### src/verilog/fpc_defs.vh
// Notes on behaviour
// RQ1: each cache enable off means no hits and all lines held invalid.
// RQ2: writing one to flush starts invalidation; reads one until hardware clears it.
// RQ3: instruction cache invalidation also empties the prefetch buffer.
// RQ4: auto-coherent bit set invalidates that cache on each flash programming event.
// RQ5: software fixes auto-coherent bits before starting flash programming.
// RQ6: perf enable gates counters; rising edge of enable clears both tallies.
// RQ7: extra address wait adds one wait; total is address plus access waits.
// RQ8: four-bit access wait field is a plain binary count zero to fifteen.
// RQ9: predictive fetch mode 00 off, 01 cacheable regions only, others unsupported.
// RQ10: corrected-error irq enable gates interrupt; flag sets regardless.
// RQ11: eight-bit countdown decrements per corrected error and holds at zero.
// RQ12: corrected error while countdown is zero sets corrected-error flag.
// RQ13: flag set with irq enable raises the interrupt event output.
// RQ14: every corrected error counts, repeats at one address included.
// RQ15: uncorrectable error sets its flag and answers the read with bus error.
// RQ16: status bits 25..8 and 31..28 read zero, writes ignored.
// RQ17: with counting on, hit tally increments per instruction or buffer hit.
// RQ18: with counting on, miss tally increments per instruction or buffer miss.
// RQ19: four lines of 32 bytes per cache, three caches.
// RQ20: disabled cache goes straight to flash with total waits, no allocation.
`ifndef FPC_DEFS_VH
`define FPC_DEFS_VH
`define FPC_ADDR_CTRL     12'h000
`define FPC_ADDR_STAT     12'h010
`define FPC_ADDR_HIT      12'h020
`define FPC_ADDR_MISS     12'h030
`define FPC_CTRL_RESET    32'h07000107
`define FPC_CTRL_MASK     32'h077711bf
`define FPC_FLUSH_BITS    32'h00700000
`define FPC_STAT_MASK     32'h0c0000ff
`define FPC_B_PER_ON      26
`define FPC_B_DAT_ON      25
`define FPC_B_INS_ON      24
`define FPC_B_PER_FL      22
`define FPC_B_DAT_FL      21
`define FPC_B_INS_FL      20
`define FPC_B_PER_CO      18
`define FPC_B_DAT_CO      17
`define FPC_B_INS_CO      16
`define FPC_B_PERF        12
`define FPC_B_AWAIT       8
`define FPC_B_IRQ_ON      7
`define FPC_F_PMODE_HI    5
`define FPC_F_PMODE_LO    4
`define FPC_F_WS_HI       3
`define FPC_F_WS_LO       0
`define FPC_B_DED         27
`define FPC_B_SEC         26
`define FPC_F_CNT_HI      7
`define FPC_F_CNT_LO      0
`define FPC_PMODE_OFF     2'h0
`define FPC_PMODE_CACHE   2'h1
`define FPC_LINES         4
`define FPC_INV_CYCLES    3'h4
`endif

### src/verilog/fpc_control.v
`timescale 1ns/100ps
`default_nettype none
`include "fpc_defs.vh"
module fpc_control #(
	parameter LINES = `FPC_LINES // [RQ19]
) (
	input  wire        clock,
	input  wire        nrst,
	input  wire        psel,
	input  wire        penable,
	input  wire        pwrite,
	input  wire [11:0] paddr,
	input  wire [31:0] pwdata,
	output reg  [31:0] prdata,
	output reg         pready,
	output reg         pslverr,
	input  wire        progEvent,
	input  wire        secError,
	input  wire        dedError,
	input  wire        instrHit,
	input  wire        instrMiss,
	output reg  [2:0]  cacheOn,
	output reg  [2:0]  lineInvalidate,
	output reg         bufferInvalidate,
	output reg  [4:0]  totalWaits,
	output reg  [1:0]  predictiveFetchMode,
	output reg         busError,
	output reg         cacheIrq
);
	localparam ST_IDLE   = 3'b001;
	localparam ST_ACCESS = 3'b010;
	localparam ST_DONE   = 3'b100;

	reg  [2:0]  state;
	reg  [31:0] control;
	reg  [2:0]  flushBusy;
	reg  [2:0]  flushCount [0:2];
	reg  [7:0]  countdown;
	reg         secFlag;
	reg         dedFlag;
	reg  [31:0] hitTally;
	reg  [31:0] missTally;
	reg         perfLast;
	reg  [31:0] next_prdata;
	reg         next_err;
	wire        setup;
	wire        doWrite;
	wire        hitCtrl;
	wire        hitStat;
	wire [2:0]  cohBits;
	wire [2:0]  flushReq;
	wire        perfRise;

	assign setup    = psel && !penable;
	// write lands at the edge where the master samples pready high
	assign doWrite  = (state == ST_DONE) && psel && penable && pwrite;
	assign hitCtrl  = (paddr == `FPC_ADDR_CTRL);
	assign hitStat  = (paddr == `FPC_ADDR_STAT);
	assign cohBits  = {control[`FPC_B_PER_CO], control[`FPC_B_DAT_CO], control[`FPC_B_INS_CO]};
	// manual flush written this cycle, one bit per cache
	assign flushReq = (doWrite && hitCtrl) ?
		{pwdata[`FPC_B_PER_FL], pwdata[`FPC_B_DAT_FL], pwdata[`FPC_B_INS_FL]} : 3'h0;
	assign perfRise = control[`FPC_B_PERF] && !perfLast;

	// apb slave: one wait cycle, ready in the access cycle after
	always @(posedge clock or negedge nrst) begin
		if (!nrst) begin
			state <= ST_IDLE;
			pready <= 1'b0;
			pslverr <= 1'b0;
			prdata <= 32'h0;
		end else begin
			case (state)
				ST_IDLE: begin
					pready <= 1'b0;
					pslverr <= 1'b0;
					if (setup) begin
						state <= ST_ACCESS;
					end
				end
				ST_ACCESS: begin
					pready <= 1'b1;
					pslverr <= next_err;
					prdata <= next_prdata;
					state <= ST_DONE;
				end
				ST_DONE: begin
					pready <= 1'b0;
					pslverr <= 1'b0;
					state <= ST_IDLE;
				end
				default: begin
					state <= ST_IDLE;
				end
			endcase
		end
	end

	// read mux; unmapped addresses answer with slave error
	always @* begin
		next_prdata = 32'h0;
		next_err = 1'b0;
		case (paddr)
			`FPC_ADDR_CTRL: next_prdata = (control & `FPC_CTRL_MASK & ~`FPC_FLUSH_BITS) |
				{9'h0, flushBusy, 20'h0};
			`FPC_ADDR_STAT: next_prdata = {4'h0, dedFlag, secFlag, 18'h0, countdown}; // [RQ16]
			`FPC_ADDR_HIT: next_prdata = hitTally;
			`FPC_ADDR_MISS: next_prdata = missTally;
			default: next_err = 1'b1;
		endcase
	end

	// control register; flush bits live in flushBusy
	always @(posedge clock or negedge nrst) begin
		if (!nrst) begin
			control <= `FPC_CTRL_RESET;
			perfLast <= 1'b0;
		end else begin
			perfLast <= control[`FPC_B_PERF];
			if (doWrite && hitCtrl) begin
				control <= pwdata & `FPC_CTRL_MASK & ~`FPC_FLUSH_BITS;
			end
		end
	end

	// per-cache invalidation sequencers
	genvar gi;
	generate
		for (gi = 0; gi < 3; gi = gi + 1) begin : inv
			always @(posedge clock or negedge nrst) begin
				if (!nrst) begin
					flushBusy[gi] <= 1'b0;
					flushCount[gi] <= 3'h0;
				end else if (flushReq[gi] || (progEvent && cohBits[gi])) begin // [RQ2] [RQ4]
					flushBusy[gi] <= 1'b1;
					flushCount[gi] <= `FPC_INV_CYCLES;
				end else if (flushBusy[gi]) begin
					if (flushCount[gi] == 3'h1) begin
						flushBusy[gi] <= 1'b0; // [RQ2]
					end
					flushCount[gi] <= flushCount[gi] - 3'h1;
				end
			end
		end
	endgenerate

	// cache steering outputs toward datapath
	always @(posedge clock or negedge nrst) begin
		if (!nrst) begin
			cacheOn <= 3'h0;
			lineInvalidate <= 3'h7;
			bufferInvalidate <= 1'b1;
			totalWaits <= 5'h0;
			predictiveFetchMode <= `FPC_PMODE_OFF;
		end else begin
			// disabled cache bypasses to flash and holds lines invalid
			cacheOn <= {control[`FPC_B_PER_ON], control[`FPC_B_DAT_ON],
				control[`FPC_B_INS_ON]}; // [RQ1] [RQ20]
			lineInvalidate <= flushBusy | ~{control[`FPC_B_PER_ON], control[`FPC_B_DAT_ON],
				control[`FPC_B_INS_ON]}; // [RQ1]
			bufferInvalidate <= flushBusy[0] || !control[`FPC_B_INS_ON]; // [RQ3]
			totalWaits <= {4'h0, control[`FPC_B_AWAIT]} +
				{1'b0, control[`FPC_F_WS_HI:`FPC_F_WS_LO]}; // [RQ7] [RQ8]
			// unsupported encodings fall back to off
			if (control[`FPC_F_PMODE_HI:`FPC_F_PMODE_LO] == `FPC_PMODE_CACHE) begin
				predictiveFetchMode <= `FPC_PMODE_CACHE; // [RQ9]
			end else begin
				predictiveFetchMode <= `FPC_PMODE_OFF;
			end
		end
	end

	// error status: hardware set wins over software write
	always @(posedge clock or negedge nrst) begin
		if (!nrst) begin
			countdown <= 8'h0;
			secFlag <= 1'b0;
			dedFlag <= 1'b0;
			busError <= 1'b0;
			cacheIrq <= 1'b0;
		end else begin
			if (doWrite && hitStat) begin
				countdown <= pwdata[`FPC_F_CNT_HI:`FPC_F_CNT_LO];
				secFlag <= pwdata[`FPC_B_SEC];
				dedFlag <= pwdata[`FPC_B_DED];
			end
			if (secError) begin // [RQ14]
				if (countdown != 8'h0) begin
					countdown <= countdown - 8'h1; // [RQ11]
				end else begin
					countdown <= 8'h0; // [RQ11]
					secFlag <= 1'b1; // [RQ12]
				end
			end
			if (dedError) begin
				dedFlag <= 1'b1; // [RQ15]
			end
			busError <= dedError; // [RQ15]
			cacheIrq <= secFlag && control[`FPC_B_IRQ_ON]; // [RQ10] [RQ13]
		end
	end

	// performance tallies, cleared on enable rising edge
	always @(posedge clock or negedge nrst) begin
		if (!nrst) begin
			hitTally <= 32'h0;
			missTally <= 32'h0;
		end else if (perfRise) begin
			hitTally <= 32'h0; // [RQ6]
			missTally <= 32'h0; // [RQ6]
		end else if (control[`FPC_B_PERF]) begin
			if (instrHit) begin
				hitTally <= hitTally + 32'h1; // [RQ17]
			end
			if (instrMiss) begin
				missTally <= missTally + 32'h1; // [RQ18]
			end
		end
	end
endmodule
`default_nettype wire

### config.mk
export PLATFORM = sky130hd
export DESIGN_NAME = fpc_control
export DESIGN_NICKNAME = d
export VERILOG_FILES = /design/src/verilog/fpc_control.v
export VERILOG_INCLUDE_DIRS = /design/src /design/src/verilog
export SDC_FILE = /design/constraint.sdc
export NUM_CORES = 1
export LEC_CHECK = 0
export ABC_AREA = 1
export BUFFER_PORTS_ARGS = -buffer_cell sky130_fd_sc_hd__buf_2
export CELL_PAD_IN_SITES_DETAIL_PLACEMENT = 1
export CELL_PAD_IN_SITES_GLOBAL_PLACEMENT = 1
export CORE_ASPECT_RATIO = 1.25
export CORE_UTILIZATION = 30
export DETAILED_ROUTE_END_ITERATION = 10
export HOLD_SLACK_MARGIN = 0.12
export PLACE_DENSITY = 0.6
export SLEW_MARGIN = 20
export SYNTH_ARGS = -nofsm -noshare
export SYNTH_HDL_FRONTEND = slang
export SYNTH_SLANG_ARGS = --single-unit
### constraint.sdc
create_clock -name clock -period 4.6 [get_ports clock]
set_input_delay 0.69 -clock clock [delete_from_list [all_inputs] [get_ports clock]]
set_output_delay 0.69 -clock clock [all_outputs]
set_load 0.05 [all_outputs]
==> flow_metrics.tcl <==
set metrics [dict create \
    outcome "finished clean" \
    io_buffer_count 90 \
    ff2ff_setup_slack_ns 2.47 \
    yosys_warnings 0 \
    ant_nets 0 \
    critPathLaunchType "primary input" \
    htreeDepth 4 \
    setup_viol 0 \
    finalWirelength_mm 26.2 \
    die_h_um 188 \
    tightest_slew_ns 0.862 \
    gp_congestion 0.788 \
    path_cells "buf_2 > nor2_1 > nand2_1 > clkinv_1 > buf_4 > nand3_1 > nand2_1 > o21ai_0 > nand2_1" \
    pwr-share-comb 0.224 \
    vias 7489 \
    internal_power_mw 2.58 \
    ys_types 39 \
    root_buffer "clkbuf_16" \
    synthMostInstantiatedCell "nand2_1" \
    max_slew_margin 0.422 \
    seqPwrFrac 0.423 \
    fin_worst_skew_ns 0.0119 \
    drt-initial-drc-count 294 \
    p_leak_nw 5.01 \
    clkSinkCount 153 \
    cts_tree "built" \
    num_io_pins 104 \
    via_per_inst 4.72 \
    start_util 0.307 \
    async_flop_share 1.00 \
    hold_class "primary input to async pin" \
    power_density_nw_per_um2 415 \
    cts_inserted_buffers 17 \
    hold_viol 0 \
    crit_required_ns 4.91 \
    synth_area_leaders "dfrtp_1 (43%), nand2_1 (16%), nand3_1 (7.3%), nor2_1 (7.0%), inv_1 (6.4%)" \
    fin_nets 1295 \
    grt.overflow.total 0 \
    dr.pass1.iters 4 \
    syn_inst 1144 \
    grt_max_degree 98 \
    insertion_delay_ns 0.44 \
    syn-cell-area_sq_um 8280 \
    clockBufferDepth 2 \
    fillers 3450 \
    dpl.hpwl_mm 19.3 \
    synth-seq-cells 153 \
    num_rows 67 \
    rsz0062_at_grt "no" \
    ir_drop_uv 229 \
    path_class "primary input to register" \
    drive_above_1_share 0.133 \
    die-area_sq_um 28300 \
    num_antenna_cells 0 \
    syn_nets 1210 \
    cp_common_cell "nand2_1" \
    cts_setup_buffers 0 \
    maxCapViolations 0 \
    dpl_cell_area_sq_um 9070 \
    critPathMaxStageDelay_ns 0.70 \
    grt_pass1_wl_mm 42.3 \
    drc 0 \
    setup-tns-final_ns 0 \
    cp-end-kind "register" \
    fmax_ghz 0.440 \
    worstPathArrival_ns 2.58 \
    cts_hold_buf 0 \
    switchingPower_mw 1.44 \
    post_cts_resized 0 \
    antenna_found_initial 0 \
    die_w_um 151 \
    wire_per_inst_um 16.5 \
    slew_violations 0 \
    groute.usage.overall 0.197 \
    synth-edff-count 0 \
    cp_slowest_cell "clkinv_1" \
    clk_pin_slew_worst_paths_ns 0.06 \
    avgSynthCellArea_sq_um 7.24 \
    fin_crit_ns 2.27 \
    synth_common_cells "nand2_1 (355), nor2_1 (155), dfrtp_1 (142), inv_1 (142), nand3_1 (121)" \
    yosysTopAreaCell "dfrtp_1" \
    grt_pass1_vias 7733 \
    fin_crit_sh 0.494 \
    switching_share 0.358 \
    synthToLayoutAreaGrowth_pct 16.8 \
    core-area_sq_um 27000 \
    path_max_fanout 26 \
    ys_seq_area_frac 0.464 \
    ys.flop_type "dfrtp_1" \
    final_cell_area_sq_um 9670 \
    synth_top_cell_area_share 0.429 \
    power_frac_clock 0.353 \
]
## worst max-delay path: cells and delay by family
kind | cells | cell delay (ns)
AO/OA/AOI/OAI | 1 | 0.21
buffers and inverters | 3 | 1.27
AND/OR/NAND/NOR | 5 | 0.40
## registers in the layout (all words and copies together), names as in the netlist
register and cells:
hitTally 32, missTally 32, prdata 32, control 15
flushCount 9, countdown 8, totalWaits 5, cacheOn 3
flushBusy 3, lineInvalidate 3, state 3, busError 1
cacheIrq 1, dedFlag 1, perfLast 1, pready 1
predictiveFetchMode 1, pslverr 1, secFlag 1
## cell usage in the layout (no fill, tap or decap), types with 2 or more instances in the layout
master and instances:
nand3_1 121, nor3_1 11, o21ai_0 60, xor2_1 7, o22ai_1 8, a21oi_1 34
nand3_2 3, nor2_1 155, a31oi_1 3, dfrtp_1 142, bufinv_16 2, o21ai_1 4
nor2_2 6, xnor2_1 4, ha_1 12, nand4_1 10, inv_1 142, nor2_4 7
nand2_2 4, clkinvlp_4 5, nand2_1 355, buf_4 4, buf_2 89, dfstp_2 11
clkbuf_16 17, inv_6 3, clkinv_2 3
## through the flow
step / setup WS [ns] / instances / util / hold WS (ns) / total power [mW]
after floorplan: 2.88 / 1144 / - / 0.394 / 2.35
after global placement: 1.85 / 1554 / 0.336 / 0.430 / 2.61
after detailed placement: 1.82 / 1554 / 0.336 / 0.429 / 2.63
after CTS: 2.28 / 1586 / 0.357 / 0.366 / 4.08
after global routing: 2.13 / 1587 / 0.358 / 0.127 / 4.24
final: 2.33 / 1587 / 0.358 / 0.122 / 4.02
## per-layer routing
metal	part of all wire	GRT usage	wire length, um	up-vias
met5	0	0	0	-
met4	0.018	0.0662	459	0
met3	0.033	0.0309	864	20
met2	0.49	0.336	12800	131
met1	0.46	0.251	12000	3573
li1	-	-	-	3765
## final timing paths
path,from,to,cells past startpoint
hold / removal,nrst,flushCount[3],1
setup reg to reg,perfLast,missTally[19],10
min in group clock,dedError,busError,1
setup / recovery,paddr[9],prdata[4],9
max in group asynchronous,nrst,control[1],2
hold reg to reg,control[24],cacheOn[0],0
## final cells by class
| cell class | count | area (sq um) | area share |
|---|---|---|---|
| Sequential cell | 153 | 3840 | 0.397 |
| Multi-Input combinational cell | 816 | 3740 | 0.387 |
| Inverter | 145 | 547 | 0.0565 |
| Timing Repair Buffer | 96 | 534 | 0.0552 |
| Tap cell | 345 | 432 | 0.0446 |
| Clock buffer | 18 | 429 | 0.0444 |
| Clock inverter | 14 | 148 | 0.0153 |
## power groups by stage
stage / clock (mW) / combinational [mW] / sequential [mW]
floorplan: 0 / 0.350 / 2.00
global placement: 0 / 0.889 / 1.72
detailed placement: 0 / 0.909 / 1.73
CTS: 1.46 / 0.913 / 1.70
global route: 1.52 / 0.996 / 1.72
finish: 1.42 / 0.901 / 1.70
## logic make-up (layout without fill, tap and decap cells)
logic type | after synthesis | in the layout | share of synthesized area
AND/OR/NAND/NOR | 679 | 679 | 0.349
buffers and inverters | 175 | 273 | 0.0849
XOR/XNOR | 11 | 11 | 0.0116
AO/OA/AOI/OAI | 113 | 113 | 0.0716
adder cells (fa/ha/maj) | 12 | 12 | 0.0181
flip-flops | 153 | 153 | 0.464
other | 1 | 1 | 0.000453
Power figures use the tool's default switching activity.
